==> src/include/led_cfg_pkg.sv <==
// Constants and types for the converter and external dimming configuration registers
package led_cfg_pkg;

  // ---------------------------------------------------------------
  // Register map
  // ---------------------------------------------------------------
  localparam int          ADDR_W           = 8;
  localparam int          DATA_W           = 8;
  localparam logic [7:0]  CONV_SETTING_ADR = 8'h0D;
  localparam logic [7:0]  DIM_SAFETY_ADR   = 8'h2B;

  // ---------------------------------------------------------------
  // Reset values
  // ---------------------------------------------------------------
  localparam logic [7:0]  CONV_SETTING_RST = 8'h08;
  localparam logic [7:0]  DIM_SAFETY_RST   = 8'h00;
  localparam logic [7:0]  UNMAPPED_RDATA   = 8'h00;

  // ---------------------------------------------------------------
  // Converter code range, one volt per code step
  // ---------------------------------------------------------------
  localparam logic [7:0]  CONV_CODE_MIN    = 8'h08;
  localparam logic [7:0]  CONV_CODE_MAX    = 8'h14;

  // ---------------------------------------------------------------
  // Field positions of the dimming and safety register
  // ---------------------------------------------------------------
  localparam int          SAFETY_RED_POS   = 7;
  localparam int          SAFETY_GREEN_POS = 6;
  localparam int          SAFETY_BLUE_POS  = 5;
  localparam int          EXT_RED_POS      = 4;
  localparam int          EXT_GREEN_POS    = 3;
  localparam int          EXT_BLUE_POS     = 2;
  localparam int          EXT_PRIMARY_POS  = 1;
  localparam int          EXT_SECOND_POS   = 0;

  // Field layout, msb first, matching the positions above
  typedef struct packed {
    logic red_safety_on;
    logic green_safety_on;
    logic blue_safety_on;
    logic red_pin_dimming_on;
    logic green_pin_dimming_on;
    logic blue_pin_dimming_on;
    logic primary_string_pin_dimming_on;
    logic secondary_string_pin_dimming_on;
  } dim_safety_t;

  // Per output gated controls handed to the drivers
  typedef struct packed {
    logic red_output;
    logic green_output;
    logic blue_output;
    logic primary_string;
    logic secondary_string;
  } channel_set_t;

  // Register port request from the serial interface
  typedef struct packed {
    logic [7:0] addr;
    logic [7:0] wdata;
    logic       wr;
    logic       rd;
  } reg_req_t;

endpackage : led_cfg_pkg

==> src/rtl/led_boost_pwm_config_regs.sv <==
// Converter voltage setting and external dimming / safety enable registers
`timescale 1ns/1ns
// Function
// - An eight-bit converter setting selects 8 V to 20 V in 1 V steps for codes 0x08 to 0x14.
// - The converter setting resets to 0x08 and all its bits read and write.
// - Bits 7, 6, 5 of the dimming register enable the safety function of red, green, blue.
// - Bits 4, 3, 2 place red, green, blue under the external dimming input.
// - Bits 1 and 0 enable external dimming of the primary and secondary strings.
// - All eight bits of the dimming register read and write and reset to zero.
// - The external dimming pin acts only while its pin enable bit is set.
// - A read-only status shows whether the safety function has been activated.
// - The converter runs only while its enable bit is set.
module led_boost_pwm_config_regs (
  input  wire logic                          CLK_I,              // 250 MHz clock
  input  wire logic                          RESET_N_I,          // Async reset, active low
  input  wire led_cfg_pkg::reg_req_t         REQ_I,              // Register request
  input  wire logic                          PWM_PIN_I,          // External dimming input level
  input  wire logic                          PWM_PIN_ENABLE_I,   // Pin enable bit from pin config
  input  wire logic                          BOOST_ENABLE_I,     // Converter enable bit
  input  wire logic                          SAFETY_TRIPPED_I,   // Safety timer has fired
  output logic [7:0]                         RDATA_O,            // Read data
  output logic                               RVALID_O,           // Read data valid pulse
  output logic [7:0]                         CONV_CODE_O,        // Converter voltage code
  output logic                               CONV_CODE_OK_O,     // Code within 8 V to 20 V
  output logic                               CONV_RUN_O,         // Converter allowed to run
  output led_cfg_pkg::channel_set_t          SAFETY_EN_O,        // Safety enable per output
  output led_cfg_pkg::channel_set_t          EXT_SEL_O,          // External dimming selected
  output led_cfg_pkg::channel_set_t          EXT_GATE_O,         // External dimming gate level
  output logic                               SAFETY_FLAG_O       // Safety activated status
);

  // ---------------------------------------------------------------
  // Address decode
  // ---------------------------------------------------------------
  logic                       hit_conv;
  logic                       hit_dim;

  // Writes to any other address fall through and change nothing
  assign hit_conv = (REQ_I.addr == led_cfg_pkg::CONV_SETTING_ADR);
  assign hit_dim  = (REQ_I.addr == led_cfg_pkg::DIM_SAFETY_ADR);

  // ---------------------------------------------------------------
  // Converter setting register
  // ---------------------------------------------------------------
  logic [7:0]                 conv_setting;
  logic [7:0]                 next_conv_setting;

  // Out-of-range codes are kept as written and only flagged downstream
  always_comb begin
    next_conv_setting = conv_setting;
    if (REQ_I.wr && hit_conv) begin
      next_conv_setting = REQ_I.wdata;
    end
  end

  always_ff @(posedge CLK_I or negedge RESET_N_I) begin
    if (!RESET_N_I) begin
      conv_setting <= led_cfg_pkg::CONV_SETTING_RST;
    end else begin
      conv_setting <= next_conv_setting;
    end
  end

  // ---------------------------------------------------------------
  // Dimming and safety enable register
  // ---------------------------------------------------------------
  led_cfg_pkg::dim_safety_t   dim_safety;
  led_cfg_pkg::dim_safety_t   next_dim_safety;

  always_comb begin
    next_dim_safety = dim_safety;
    if (REQ_I.wr && hit_dim) begin
      next_dim_safety = led_cfg_pkg::dim_safety_t'(REQ_I.wdata);
    end
  end

  always_ff @(posedge CLK_I or negedge RESET_N_I) begin
    if (!RESET_N_I) begin
      dim_safety <= led_cfg_pkg::dim_safety_t'(led_cfg_pkg::DIM_SAFETY_RST);
    end else begin
      dim_safety <= next_dim_safety;
    end
  end

  // ---------------------------------------------------------------
  // Read path
  // ---------------------------------------------------------------
  logic [7:0] next_rdata;
  logic       next_rvalid;

  // Read returns the value held before a same-cycle write
  always_comb begin
    next_rvalid = REQ_I.rd;
    next_rdata  = RDATA_O;
    if (REQ_I.rd) begin
      if (hit_conv) begin
        next_rdata = conv_setting;
      end else if (hit_dim) begin
        next_rdata = dim_safety;
      end else begin
        next_rdata = led_cfg_pkg::UNMAPPED_RDATA;
      end
    end
  end

  always_ff @(posedge CLK_I or negedge RESET_N_I) begin
    if (!RESET_N_I) begin
      RDATA_O  <= 8'h00;
      RVALID_O <= 1'b0;
    end else begin
      RDATA_O  <= next_rdata;
      RVALID_O <= next_rvalid;
    end
  end

  // ---------------------------------------------------------------
  // Converter controls
  // ---------------------------------------------------------------
  logic next_code_ok;
  logic next_run;

  always_comb begin
    next_code_ok = (next_conv_setting >= led_cfg_pkg::CONV_CODE_MIN) &&
                   (next_conv_setting <= led_cfg_pkg::CONV_CODE_MAX);
    next_run     = BOOST_ENABLE_I;
  end

  always_ff @(posedge CLK_I or negedge RESET_N_I) begin
    if (!RESET_N_I) begin
      CONV_CODE_O    <= led_cfg_pkg::CONV_SETTING_RST;
      CONV_CODE_OK_O <= 1'b1;
      CONV_RUN_O     <= 1'b0;
    end else begin
      CONV_CODE_O    <= next_conv_setting;
      CONV_CODE_OK_O <= next_code_ok;
      CONV_RUN_O     <= next_run;
    end
  end

  // ---------------------------------------------------------------
  // Safety enables
  // ---------------------------------------------------------------
  led_cfg_pkg::channel_set_t next_safety_en;

  // Backlight strings carry no safety timer, so their lanes stay off
  always_comb begin
    next_safety_en.red_output       = next_dim_safety.red_safety_on;
    next_safety_en.green_output     = next_dim_safety.green_safety_on;
    next_safety_en.blue_output      = next_dim_safety.blue_safety_on;
    next_safety_en.primary_string   = 1'b0;
    next_safety_en.secondary_string = 1'b0;
  end

  always_ff @(posedge CLK_I or negedge RESET_N_I) begin
    if (!RESET_N_I) begin
      SAFETY_EN_O <= '0;
    end else begin
      SAFETY_EN_O <= next_safety_en;
    end
  end

  // ---------------------------------------------------------------
  // External dimming selects
  // ---------------------------------------------------------------
  led_cfg_pkg::channel_set_t next_ext_sel;

  always_comb begin
    next_ext_sel.red_output       = next_dim_safety.red_pin_dimming_on;
    next_ext_sel.green_output     = next_dim_safety.green_pin_dimming_on;
    next_ext_sel.blue_output      = next_dim_safety.blue_pin_dimming_on;
    next_ext_sel.primary_string   = next_dim_safety.primary_string_pin_dimming_on;
    next_ext_sel.secondary_string = next_dim_safety.secondary_string_pin_dimming_on;
  end

  always_ff @(posedge CLK_I or negedge RESET_N_I) begin
    if (!RESET_N_I) begin
      EXT_SEL_O <= '0;
    end else begin
      EXT_SEL_O <= next_ext_sel;
    end
  end

  // ---------------------------------------------------------------
  // External dimming gates
  // ---------------------------------------------------------------
  led_cfg_pkg::channel_set_t next_ext_gate;
  logic                      pin_live;

  // Deselected outputs stay fully on from the dimming side;
  // a selected output stays dark while the pin is disabled
  always_comb begin
    pin_live = PWM_PIN_ENABLE_I;
    next_ext_gate.red_output       = !next_ext_sel.red_output       || (pin_live && PWM_PIN_I);
    next_ext_gate.green_output     = !next_ext_sel.green_output     || (pin_live && PWM_PIN_I);
    next_ext_gate.blue_output      = !next_ext_sel.blue_output      || (pin_live && PWM_PIN_I);
    next_ext_gate.primary_string   = !next_ext_sel.primary_string   || (pin_live && PWM_PIN_I);
    next_ext_gate.secondary_string = !next_ext_sel.secondary_string || (pin_live && PWM_PIN_I);
  end

  always_ff @(posedge CLK_I or negedge RESET_N_I) begin
    if (!RESET_N_I) begin
      EXT_GATE_O <= '1;
    end else begin
      EXT_GATE_O <= next_ext_gate;
    end
  end

  // ---------------------------------------------------------------
  // Safety status
  // ---------------------------------------------------------------
  logic                      next_safety_flag;

  always_comb begin
    next_safety_flag = SAFETY_TRIPPED_I;
  end

  always_ff @(posedge CLK_I or negedge RESET_N_I) begin
    if (!RESET_N_I) begin
      SAFETY_FLAG_O <= 1'b0;
    end else begin
      SAFETY_FLAG_O <= next_safety_flag;
    end
  end

endmodule : led_boost_pwm_config_regs

==> config.mk <==
export PLATFORM = sky130hd
export DESIGN_NAME = led_boost_pwm_config_regs
export DESIGN_NICKNAME = d
export VERILOG_FILES = /design/src/include/led_cfg_pkg.sv /design/src/rtl/led_boost_pwm_config_regs.sv
export SDC_FILE = /design/constraint.sdc
export NUM_CORES = 1
export LEC_CHECK = 0
export ABC_AREA = 1
export BUFFER_PORTS_ARGS = -buffer_cell sky130_fd_sc_hd__buf_2
export CAP_MARGIN = 0
export CORE_MARGIN = 1
export CORE_UTILIZATION = 24
export CTS_BUF_LIST = sky130_fd_sc_hd__clkbuf_8
export CTS_CLUSTER_DIAMETER = 80
export DETAILED_ROUTE_END_ITERATION = 7
export GPL_TIMING_DRIVEN = 0
export PLACE_DENSITY = 0.43
export SYNTH_ARGS = -nofsm -noshare
export SYNTH_HDL_FRONTEND = slang
export SYNTH_SLANG_ARGS = --single-unit
==> constraint.sdc <==
create_clock -name CLK_I -period 3 [get_ports CLK_I]
set_input_delay 0.3 -clock CLK_I [delete_from_list [all_inputs] [get_ports CLK_I]]
set_output_delay 0.3 -clock CLK_I [all_outputs]
set_load 0.005 [all_outputs]
# Yosys cells after proc, flatten, opt, wreduce, memory -nomap -nowiden
# Cells that the tools add are included.
word_totals:
  register_bits: 33
  input_bits: 24
  out_inout_bits: 35
op_classes:
  magnitude_cmp: 2
  eq_ne: 2
  mux: 4
  n_reduce_logical: 14
ops:
  columns: ["operator", "n"]
  rows:
  - ["8-bit 2-to-1 mux", 3]
  - ["8-bit by 4-bit equality test with 1-bit output (second input constant)", 1]
  - ["8-bit by 6-bit equality test with 1-bit output (second input constant)", 1]
  - ["8-bit by 4-bit greater-or-equal comparator with 1-bit output (second input constant)", 1]
  - ["8-bit by 5-bit <= comparator with 1-bit output (second input constant)", 1]
  - ["1-bit zero test", 5]
  - ["1-bit logical OR", 5]
  - ["5-bit 2-to-1 mux", 1]
  - ["1-bit logical AND", 4]

# Longest topological paths before layout
# Gate-level depths: netlist of run 1.
logic_depth:
  depth_word: 5
  ltp_mapped: 10
  ltp_nobuf: 10

# Worst setup path after synthesis of run 1
# Ideal clock, no wire load.
synth_timing:
  path_type: "input-to-reg"
  start: "input REQ_I[16] (netlist bit)"
  end: "register EXT_SEL_O[3] (netlist bit)"
  setup_ps: 123
  arrival_ps: 1203
  setup_slack_ps: 1674
  path_stages: 9
  path_cell_list: "inv_1 -> nand2_2 -> nor3_4 -> nand2_4 -> nor2_4 -> inv_2 -> buf_6 -> nand2_2 -> o21ai_4"
synth_rtl:
  columns: ["item", "line", "rtl"]
  rows:
  - ["start, declared", "led_boost_pwm_config_regs.sv:16", "input wire led_cfg_pkg::reg_req_t REQ_I,"]
  - ["end signal, assigned", "led_boost_pwm_config_regs.sv:179", "EXT_SEL_O <= next_ext_sel;"]
  - ["end, declared", "led_boost_pwm_config_regs.sv:27", "output led_cfg_pkg::channel_set_t EXT_SEL_O,"]

==> results of run 1 <==
-- cell usage after synthesis (all sizes together) --
library cell	n	area, sq um
a31oi	8	50.1
clkbuf	3	21.3
inv	23	86.3
conb	1	3.75
dfstp	7	184
nand3	18	103
dfrtp	26	651
nand2	42	183
nor3	2	32.5
a21oi	1	5.00
nand4	6	37.5
nor2	12	62.6
buf	5	41.3
o21ai	8	66.3
-- registers in the layout (all words and copies together), names as in the netlist --
name and flops:
CONV_RUN_O 1, EXT_GATE_O 5, RVALID_O 1, SAFETY_FLAG_O 1
CONV_CODE_O 8, EXT_SEL_O 5, RDATA_O 8, SAFETY_EN_O 3
CONV_CODE_OK_O 1
-- report_power, final --
group / leakage (nW) / switching (mW) / internal, mW / total (mW)
clock: 0.0538 / 0.153 / 0.180 / 0.333
combinational: 0.576 / 0.0634 / 0.0474 / 0.111
sequential: 0.401 / 0.0158 / 0.472 / 0.488
-- cell families after synthesis --
group | count (synthesis) | synth area share, %
other cells | 1 | 0.246
flops | 33 | 54.7
buf+inv | 31 | 9.75
compound gates | 17 | 7.95
simple gates | 80 | 27.4
-- metal layers --
layer | GRT usage [%] | up-vias
met5 | 0 | -
met3 | 3.44 | 8
met4 | 6.32 | 0
li1 | - | 643
met2 | 18.9 | 41
met1 | 16.9 | 589
-- layout make-up --
class                           instances  share of cell area [%]
Clock buffer                            6                    4.15
Clock inverter                          2                   0.377
Tap cell                               75                    4.72
Timing Repair Buffer                   55                    13.8
Inverter                               23                    4.34
Multi-Input combinational cell         99                    27.5
Buffer                                  8                    3.14
Sequential cell                        33                    41.9
-- layout by cell type (no fill, tap or decap), types with 2 or more instances in the layout --
cell | Yosys | layout
nor2_1 | 9 | 9
inv_2 | 3 | 3
clkbuf_8 | 1 | 7
dfstp_2 | 7 | 7
dfrtp_1 | 26 | 26
nor2_4 | 2 | 2
o21ai_1 | 3 | 3
conb_1 | 1 | 2
buf_4 | 4 | 4
buf_2 | 0 | 55
nor3_4 | 2 | 2
clkbuf_1 | 2 | 2
o21ai_2 | 4 | 4
nand4_1 | 6 | 6
nand2_2 | 7 | 7
nand3_1 | 17 | 17
inv_1 | 20 | 22
a31oi_1 | 8 | 8
nand2_1 | 34 | 34
-- worst min-delay path by stage --
stage                                            end              from  depth (start not counted)  slack [ns]
after floorplan             CONV_CODE_O[0]$_DFF_PN0_         RESET_N_I                          0       0.004
after global placement       SAFETY_FLAG_O$_DFF_PN0_  SAFETY_TRIPPED_I                          1        0.41
after detailed placement     SAFETY_FLAG_O$_DFF_PN0_  SAFETY_TRIPPED_I                          1        0.41
after CTS                     RDATA_O[3]$_DFFE_PN0P_         RESET_N_I                          1        0.10
after global routing         SAFETY_FLAG_O$_DFF_PN0_  SAFETY_TRIPPED_I                          1        0.10
final                     SAFETY_EN_O[3]$_DFFE_PN0P_         RESET_N_I                          1        0.08
-- through the flow --
step	std cells	area, sq um	util, %	power [mW]	setup WS, ns
floorplan	163	1530	-	0.547	1.67
global placement	293	1900	31.5	0.610	1.34
detailed placement	293	1900	31.5	0.611	1.35
CTS	301	1990	33.0	0.951	1.64
global route	301	1990	33.0	0.990	1.54
finish	301	1990	33.0	0.932	1.66
-- critical path: stages --
cell,delay (ns)
buf_2,0.12
nor3_4,0.48
nand2_4,0.09
nor2_4,0.13
inv_2,0.09
buf_6,0.16
nand2_2,0.08
o21ai_4,0.06
==> impl_metrics.env, run 1 <==
export IMPL_syn_avg_cell_area_sq_um=9.42
export IMPL_ios=59
export IMPL_gp_congestion=0.722
export IMPL_ant_nets=0
export IMPL_ir_drop_uv=174
export IMPL_drv_slew=0
export IMPL_drtIter0Drc=77
export IMPL_synthToLayoutAreaGrowth_pct=30.3
export IMPL_timing_rr_start="CONV_CODE_O[3]$_DFF_PN1_"
export IMPL_post_cts_resized=0
export IMPL_clk_latency_ns=0.28
export IMPL_routedWlPerCell_microns=12.7
export IMPL_wl_met1_microns=1820
export IMPL_worstHoldPathType="in -> async"
export IMPL_cellLeakagePower_nw=1.03
export IMPL_critPathArrivalTime_ns=1.51
export IMPL_dieArea_sq_um=6680
export IMPL_dr_max_layer_used="met4"
export IMPL_num_rows=28
export IMPL_dr_wl_met2_microns=1720
export IMPL_skew_ns=0.00547
export IMPL_met3_length_microns=225
export IMPL_synth_area_sq_um=1530
export IMPL_multi_input_area_sq_um=547
export IMPL_status="finished, final reports clean"
export IMPL_grt_pass1_wl_microns=6000
export IMPL_syn_inst=162
export IMPL_antenna_found_initial=0
export IMPL_power_density_nw_per_um2=469
export IMPL_tightest_slew_ns=0.742
export IMPL_synth_seq_cells=33
export IMPL_grt_pass1_vias=1204
export IMPL_hold_ws_ns=0.0796
export IMPL_synthDistinctLibCells=24
export IMPL_slew_headroom_pct=50.5
export IMPL_viasPerCell=4.26
export IMPL_crit_fanout=10
export IMPL_r2r_end="CONV_CODE_OK_O$_DFF_PN1_"
export IMPL_fin_tns_setup_ns=0
export IMPL_endpoint_kind="register"
export IMPL_postCtsSetupBuffers=0
export IMPL_grt_max_degree=34
export IMPL_r2r_cells=6
export IMPL_drive_gt1_share_pct=42.5
export IMPL_max_cap_viol_count=0
export IMPL_grt_usage_pct=12.7
export IMPL_hold_violations=0
export IMPL_die_width_microns=81.8
export IMPL_overflow=0
export IMPL_path_clk_slew_ns=0.07
export IMPL_cp_start_kind="input port"
export IMPL_dpl_hpwl_microns=2920
export IMPL_ctsHtreeMaxLevel=2
export IMPL_cts_tree="yes"
export IMPL_critPathRequiredTime_ns=3.17
export IMPL_fmax_ghz=0.748
export IMPL_wl_microns=3830
export IMPL_hold_buffers=0
export IMPL_cts_buffer_depth=2
export IMPL_crit_start="REQ_I[12]"
export IMPL_ff2ff_setup_slack_ns=1.90
export IMPL_io_buffers=55
export IMPL_critical_path_class="in -> reg"
export IMPL_cts_buffers=5
export IMPL_start_util_pct=25.3
export IMPL_fin_crit_ns=1.34
export IMPL_ys_seq_area_share_pct=54.7
export IMPL_drc=0
export IMPL_clock_sinks=33
export IMPL_yosys_warnings=0
export IMPL_cts_root_buf="clkbuf_8"
export IMPL_coreArea_sq_um=6030
export IMPL_nNetsFinal=249
export IMPL_first_pass_iters=4
export IMPL_vias=1281
export IMPL_antennaDiodeCount=0
export IMPL_die_h_microns=81.8
export IMPL_setup_worst_path_end="EXT_SEL_O[3]$_DFF_PN0_"
export IMPL_setup_viol=0
export IMPL_rsz0062_at_grt="no"
export IMPL_regArea_sq_um=835
export IMPL_num_fill_cells=670
export IMPL_period_share_pct=44.6
No activity file was read; power rests on OpenSTA's default activity.
==> run 2: changes to the inputs <==
--- a/config.mk
+++ b/config.mk
@@ -14,7 +14,7 @@
 export CTS_CLUSTER_DIAMETER = 80
 export DETAILED_ROUTE_END_ITERATION = 7
 export GPL_TIMING_DRIVEN = 0
-export PLACE_DENSITY = 0.43
+export PLACE_DENSITY = 0.45
 export SYNTH_ARGS = -nofsm -noshare
 export SYNTH_HDL_FRONTEND = slang
 export SYNTH_SLANG_ARGS = --single-unit
==> constraint.sdc (replaced) <==
create_clock -name CLK_I -period 1.1 [get_ports CLK_I]
set_input_delay 0.11 -clock CLK_I [delete_from_list [all_inputs] [get_ports CLK_I]]
set_output_delay 0.11 -clock CLK_I [all_outputs]
set_load 0.005 [all_outputs]
==> run 2 against run 1 <==
Compared with the run above:
- sequential share of layout area decreased by 2.2 points
- core utilization up 1.8 points
- die area unchanged
- sequential cell count unchanged
- power rose to 2.8 times the previous value
- final cell count increased by 2.7%
- via count grew 1.2%
- clock-buffer cell count grew 1
- clock skew increased by 0.0011 ns
- first-iteration DRC count shrank 31%
==> impl_metrics.env, run 2 (synthesized netlist as in run 1, its figures left out) <==
export IMPL_drc=0
export IMPL_power_density_nw_per_um2=1260
export IMPL_ant_nets=0
export IMPL_clk_latency_ns=0.28
export IMPL_routedWlPerCell_microns=12.5
export IMPL_slew_headroom_pct=51.0
export IMPL_num_rows=28
export IMPL_die_width_microns=81.8
export IMPL_path_clk_slew_ns=0.06
export IMPL_hold_violations=0
export IMPL_dr_wl_met2_microns=1900
export IMPL_critical_path_class="reg -> out"
export IMPL_die_h_microns=81.8
export IMPL_status="finished, final reports clean"
export IMPL_drive_gt1_share_pct=45.3
export IMPL_hold_start="REQ_I[9]"
export IMPL_fmax_ghz=0.954
export IMPL_grt_pass1_wl_microns=6130
export IMPL_cellLeakagePower_nw=1.07
export IMPL_cts_tree="yes"
export IMPL_antenna_found_initial=0
export IMPL_io_buffers=55
export IMPL_grt_pass1_vias=1195
export IMPL_dpl_hpwl_microns=2920
export IMPL_gp_congestion=0.700
export IMPL_nNetsFinal=257
export IMPL_grt_usage_pct=12.9
export IMPL_hold_depth=3
export IMPL_setup_viol=0
export IMPL_drv_slew=0
export IMPL_tightest_slew_ns=0.735
export IMPL_ff2ff_setup_slack_ns=0.06
export IMPL_cts_root_buf="clkbuf_8"
export IMPL_reg_top3="CONV_CODE_O x8, RDATA_O x8"
export IMPL_wl_met1_microns=1730
export IMPL_met3_length_microns=228
export IMPL_clock_sinks=33
export IMPL_cts_buffer_depth=2
export IMPL_final_cell_mix="55 x buf_2, 33 x nand2_1, 26 x dfrtp_1"
export IMPL_cts_buffers=5
export IMPL_path_cells="buf_2"
export IMPL_crit_fanout=3
export IMPL_cp_slowest_cell="dfstp_2"
export IMPL_post_place_ws_ns=-0.332
export IMPL_first_pass_iters=4
export IMPL_skew_ns=0.00659
export IMPL_grt_max_degree=34
export IMPL_vias=1297
export IMPL_coreArea_sq_um=6030
export IMPL_ctsHtreeMaxLevel=2
export IMPL_synthToLayoutAreaGrowth_pct=37.5
export IMPL_ir_drop_uv=341
export IMPL_critPathRequiredTime_ns=0.99
export IMPL_max_cap_viol_count=0
export IMPL_fin_crit_ns=1.05
export IMPL_critPathArrivalTime_ns=0.94
export IMPL_mostFrequentLayoutCell="buf_2"
export IMPL_period_share_pct=95.3
export IMPL_r2r_end="CONV_CODE_OK_O$_DFF_PN1_"
export IMPL_wl_microns=3880
export IMPL_ios=59
export IMPL_antennaDiodeCount=0
export IMPL_viasPerCell=4.20
export IMPL_drtIter0Drc=53
export IMPL_setup_ws_ns=0.0516
export IMPL_cp_start_kind="register"
export IMPL_worstHoldPathType="in -> reg"
export IMPL_endpoint_kind="output pin"
export IMPL_critical_path_max_stage_delay_ns=0.55
export IMPL_timing_rr_start="CONV_CODE_O[3]$_DFF_PN1_"
export IMPL_crit_family="flip-flops"
export IMPL_r2r_cells=6
export IMPL_dieArea_sq_um=6680
export IMPL_start_util_pct=25.3
export IMPL_overflow=0
export IMPL_final_util_pct=34.8
export IMPL_hold_end="SAFETY_EN_O[4]$_DFFE_PN0P_"
export IMPL_dr_max_layer_used="met4"
export IMPL_worst_path_buf_inv=1
[run 2: how the worst max path moves through the flow]
stage,to,slack [ns],startpoint,depth (start not counted)
2_1_floorplan,EXT_SEL_O[3]$_DFF_PN0_,-0.005,REQ_I[13],8
3_3_place_gp,EXT_GATE_O[3]$_DFF_PN1_,-0.33,REQ_I[16],10
3_5_place_dp,EXT_GATE_O[3]$_DFF_PN1_,-0.33,REQ_I[12],8
4_1_cts,CONV_CODE_OK_O$_DFF_PN1_,0.004,CONV_CODE_O[3]$_DFF_PN1_,6
5_1_grt,CONV_CODE_OK_O$_DFF_PN1_,-0.007,CONV_CODE_O[3]$_DFF_PN1_,6
6_report,CONV_CODE_O[3],0.05,CONV_CODE_O[3]$_DFF_PN1_,1
[run 2: area by class of cell]
class / instances / area [sq um]
fill: 676 / 3930
sequential: 33 / 835
multi-input combinational: 99 / 563
timing repair buffer: 63 / 345
clock buffer: 7 / 96.3
inverter: 23 / 93.8
tap: 75 / 93.8
buffer: 8 / 66.3
clock inverter: 1 / 5.00
[run 2: report_power, final]
group / switching, mW / total, mW / internal, mW
Clock: 0.426 / 0.991 / 0.565
Sequential: 0.0425 / 1.33 / 1.29
Combinational: 0.183 / 0.332 / 0.149
Total: 0.652 / 2.65 / 2.00
[run 2: through the flow]
| step | area (sq um) | std cells | total power, mW | TNS, ns | hold slack [ns] |
|---|---|---|---|---|---|
| 2_1_floorplan | 1550 | 163 | 1.50 | -0.00714 | -0.186 |
| 3_3_place_gp | 1920 | 293 | 1.67 | -5.37 | 0.221 |
| 3_5_place_dp | 1920 | 293 | 1.67 | -5.37 | 0.225 |
| 4_1_cts | 2070 | 307 | 2.70 | 0 | 0.0610 |
| 5_1_grt | 2100 | 309 | 2.82 | -0.00888 | 0.0731 |
| 6_report | 2100 | 309 | 2.65 | 0 | 0.0706 |
[run 2: layer usage]
layer | GRT usage, % | vias to the layer above
li1 | - | 661
met1 | 16.8 | 597
met2 | 19.9 | 37
met3 | 4.44 | 2
met4 | 4.21 | 0
met5 | 0 | -
[run 2: what timing repair did]
action,in CTS,in global routing
setup endpoints to repair,8,2
setup buffers,2,2
hold buffers,4,0
pin swaps,2,2
hold endpoints to repair,29,0
gates resized for setup,0,3
==> run 3: changes to the inputs <==
--- a/config.mk
+++ b/config.mk
@@ -14,7 +14,7 @@
 export CTS_CLUSTER_DIAMETER = 80
 export DETAILED_ROUTE_END_ITERATION = 7
 export GPL_TIMING_DRIVEN = 0
-export PLACE_DENSITY = 0.45
+export PLACE_DENSITY = 0.54
 export SYNTH_ARGS = -nofsm -noshare
 export SYNTH_HDL_FRONTEND = slang
 export SYNTH_SLANG_ARGS = --single-unit
==> constraint.sdc (replaced) <==
create_clock -name CLK_I -period 0.85 [get_ports CLK_I]
set_input_delay 0.085 -clock CLK_I [delete_from_list [all_inputs] [get_ports CLK_I]]
set_output_delay 0.085 -clock CLK_I [all_outputs]
set_load 0.005 [all_outputs]
==> run 3 against run 2 <==
Compared with the run above:
- the flow now finishes with violations (negative hold slack, negative setup slack)
- final cell count rose by 11%
- clock skew hardly changed
- hold slack worse by 0.21 ns
- core utilization increased by 8.8 points
- die area did not move
- sequential cell count is the same
- sequential share of layout area decreased by 8.0 points
- via count up 15%
- global-route usage increased by 0.71 points
- power is 34% higher
- worst setup slack got worse by 0.26 ns
- final area is 25% higher
==> impl_metrics.env, run 3 (synthesized netlist as in run 1, its figures left out) <==
export IMPL_met3_usage_pct=4.22
export IMPL_status="finished with violations"
export IMPL_cellLeakagePower_nw=1.32
export IMPL_mostFrequentLayoutCell="buf_2"
export IMPL_dieArea_sq_um=6680
export IMPL_io_buffers=55
export IMPL_start_util_pct=25.3
export IMPL_antenna_found_initial=0
export IMPL_period_share_pct=125
export IMPL_crit_fanout=3
export IMPL_hold_violations=26
export IMPL_ir_drop_uv=510
export IMPL_power_density_nw_per_um2=1350
export IMPL_final_util_pct=43.6
export IMPL_reg_top3="CONV_CODE_O x8, RDATA_O x8"
export IMPL_max_cap_viol_count=0
export IMPL_grt_max_degree=34
export IMPL_viasPerCell=4.36
export IMPL_die_h_microns=81.8
export IMPL_setup_viol=53
export IMPL_timing_rr_start="CONV_CODE_O[3]$_DFF_PN1_"
export IMPL_critPathArrivalTime_ns=1.29
export IMPL_hold_ws_ns=-0.142
export IMPL_tightest_slew_ns=0.737
export IMPL_setup_ws_ns=-0.210
export IMPL_skew_ns=0.00667
export IMPL_grt_pass1_wl_microns=6700
export IMPL_grt_usage_pct=13.6
export IMPL_vias=1497
export IMPL_placedInstanceArea_sq_um=1940
export IMPL_violations="negative hold slack, negative setup slack"
export IMPL_fin_crit_ns=1.06
export IMPL_antennaDiodeCount=0
export IMPL_wl_microns=4430
export IMPL_r2r_cells=6
export IMPL_die_width_microns=81.8
export IMPL_worstHoldPathType="in -> async"
export IMPL_r2r_end="CONV_CODE_O[3]$_DFF_PN1_"
export IMPL_use_met1_pct=16.6
export IMPL_clock_sinks=33
export IMPL_endpoint_kind="register"
export IMPL_drv_slew=0
export IMPL_drive_gt1_share_pct=60.8
export IMPL_gp_congestion=0.752
export IMPL_coreArea_sq_um=6030
export IMPL_cts_buffers=5
export IMPL_cts_tree="yes"
export IMPL_grt_pass1_vias=1382
export IMPL_cts_root_buf="clkbuf_8"
export IMPL_critical_path_class="reg -> reg"
export IMPL_nNetsFinal=291
export IMPL_slew_headroom_pct=50.9
export IMPL_first_pass_iters=4
export IMPL_crit_start="CONV_CODE_O[3]$_DFF_PN1_"
export IMPL_numPlacedInstances=293
export IMPL_cp_start_kind="register"
export IMPL_ant_nets=0
export IMPL_ctsHtreeMaxLevel=2
export IMPL_busiest_layer="met2"
export IMPL_num_fill_cells=608
export IMPL_path_clk_slew_ns=0.07
export IMPL_overflow=0
export IMPL_routedWlPerCell_microns=12.9
export IMPL_design_area_sq_um=2630
export IMPL_rsz0062_at_grt="yes"
export IMPL_drc=0
export IMPL_final_cell_mix="46 x buf_2, 29 x buf_4, 25 x dfrtp_1"
export IMPL_synthToLayoutAreaGrowth_pct=72.1
export IMPL_cts_buffer_depth=2
export IMPL_clk_latency_ns=0.29
export IMPL_ff2ff_setup_slack_ns=-0.21
export IMPL_hold_buffers=3
export IMPL_fmax_ghz=0.943
export IMPL_grt_use_met2_pct=23.0
export IMPL_drtIter0Drc=78
export IMPL_setup_worst_path_end="CONV_CODE_O[3]$_DFF_PN1_"
export IMPL_num_rows=28
export IMPL_dpl_hpwl_microns=2870
export IMPL_instances_no_fill=343
export IMPL_critPathRequiredTime_ns=1.08
export IMPL_ios=59
==> run 3: cell count changes in the layout (fill, tap and decap cells not counted), sizes merged <==
cell / before / now
dlygate4sd3: 4 / 3
nand3: 18 / 19
clkinv: 1 / 0
inv: 23 / 25
buf: 64 / 98
clkbuf: 10 / 9
==> run 3: power by group <==
| part | total (mW) | internal (mW) | switching [mW] |
|---|---|---|---|
| Sequential | 1.72 | 1.67 | 0.0474 |
| Clock | 1.20 | 0.636 | 0.562 |
| Combinational | 0.645 | 0.329 | 0.316 |
| Total | 3.56 | 2.63 | 0.926 |
==> run 3: cell type report <==
type,instances,area [sq um],area share (%)
inverters,23,114,4.33
clock buffers,6,82.6,3.14
clock inverters,2,7.51,0.286
well taps,75,93.8,3.57
repair buffers,96,713,27.1
plain buffers,8,80.1,3.05
flip-flops and latches,33,836,31.8
multi-input cells,100,701,26.7
==> run 3: worst max-delay path, stage by stage (launching register included) <==
cell     delay, ns
dfstp_2       0.55
inv_2         0.05
nand2_2       0.08
nand2_4       0.06
buf_4         0.13
buf_6         0.10
inv_2         0.04
==> run 3: per-layer routing <==
| metal | wire (microns) | vias up |
|---|---|---|
| met1 | 1840 | 718 |
| met2 | 2270 | 38 |
| met5 | 0 | - |
| met3 | 254 | 8 |
| met4 | 63 | 0 |
| li1 | - | 733 |
==> run 3: worst min-delay path by stage <==
stage	end	slack (ns)	depth (start not counted)
floorplan	CONV_CODE_O[0]$_DFF_PN0_	-0.21	0
global placement	RDATA_O[6]$_DFFE_PN0P_	0.19	1
detailed placement	RDATA_O[6]$_DFFE_PN0P_	0.20	1
CTS	RDATA_O[1]$_DFFE_PN0P_	-0.11	1
global route	EXT_SEL_O[3]$_DFF_PN0_	-0.09	1
finish	RVALID_O$_DFF_PN0_	-0.14	1
==> run 3: repair_timing <==
action	4_1_cts	5_1_grt
pin swaps	11	10
gates resized for setup	24	40
setup buffers	22	15
gates cloned	1	1
setup endpoints to repair	59	57
endpoints found under the hold margin	29	26
==> run 3: per-stage QoR <==
step | power (mW) | TNS [ns] | setup WS, ns | hold WS, ns
after floorplan | 1.94 | -2.92 | -0.219 | -0.211
after global placement | 2.17 | -13.14 | -0.588 | 0.194
after detailed placement | 2.17 | -13.28 | -0.589 | 0.195
after CTS | 3.48 | -3.00 | -0.191 | -0.114
after global routing | 3.73 | -6.06 | -0.268 | -0.0860
final | 3.56 | -3.64 | -0.210 | -0.142
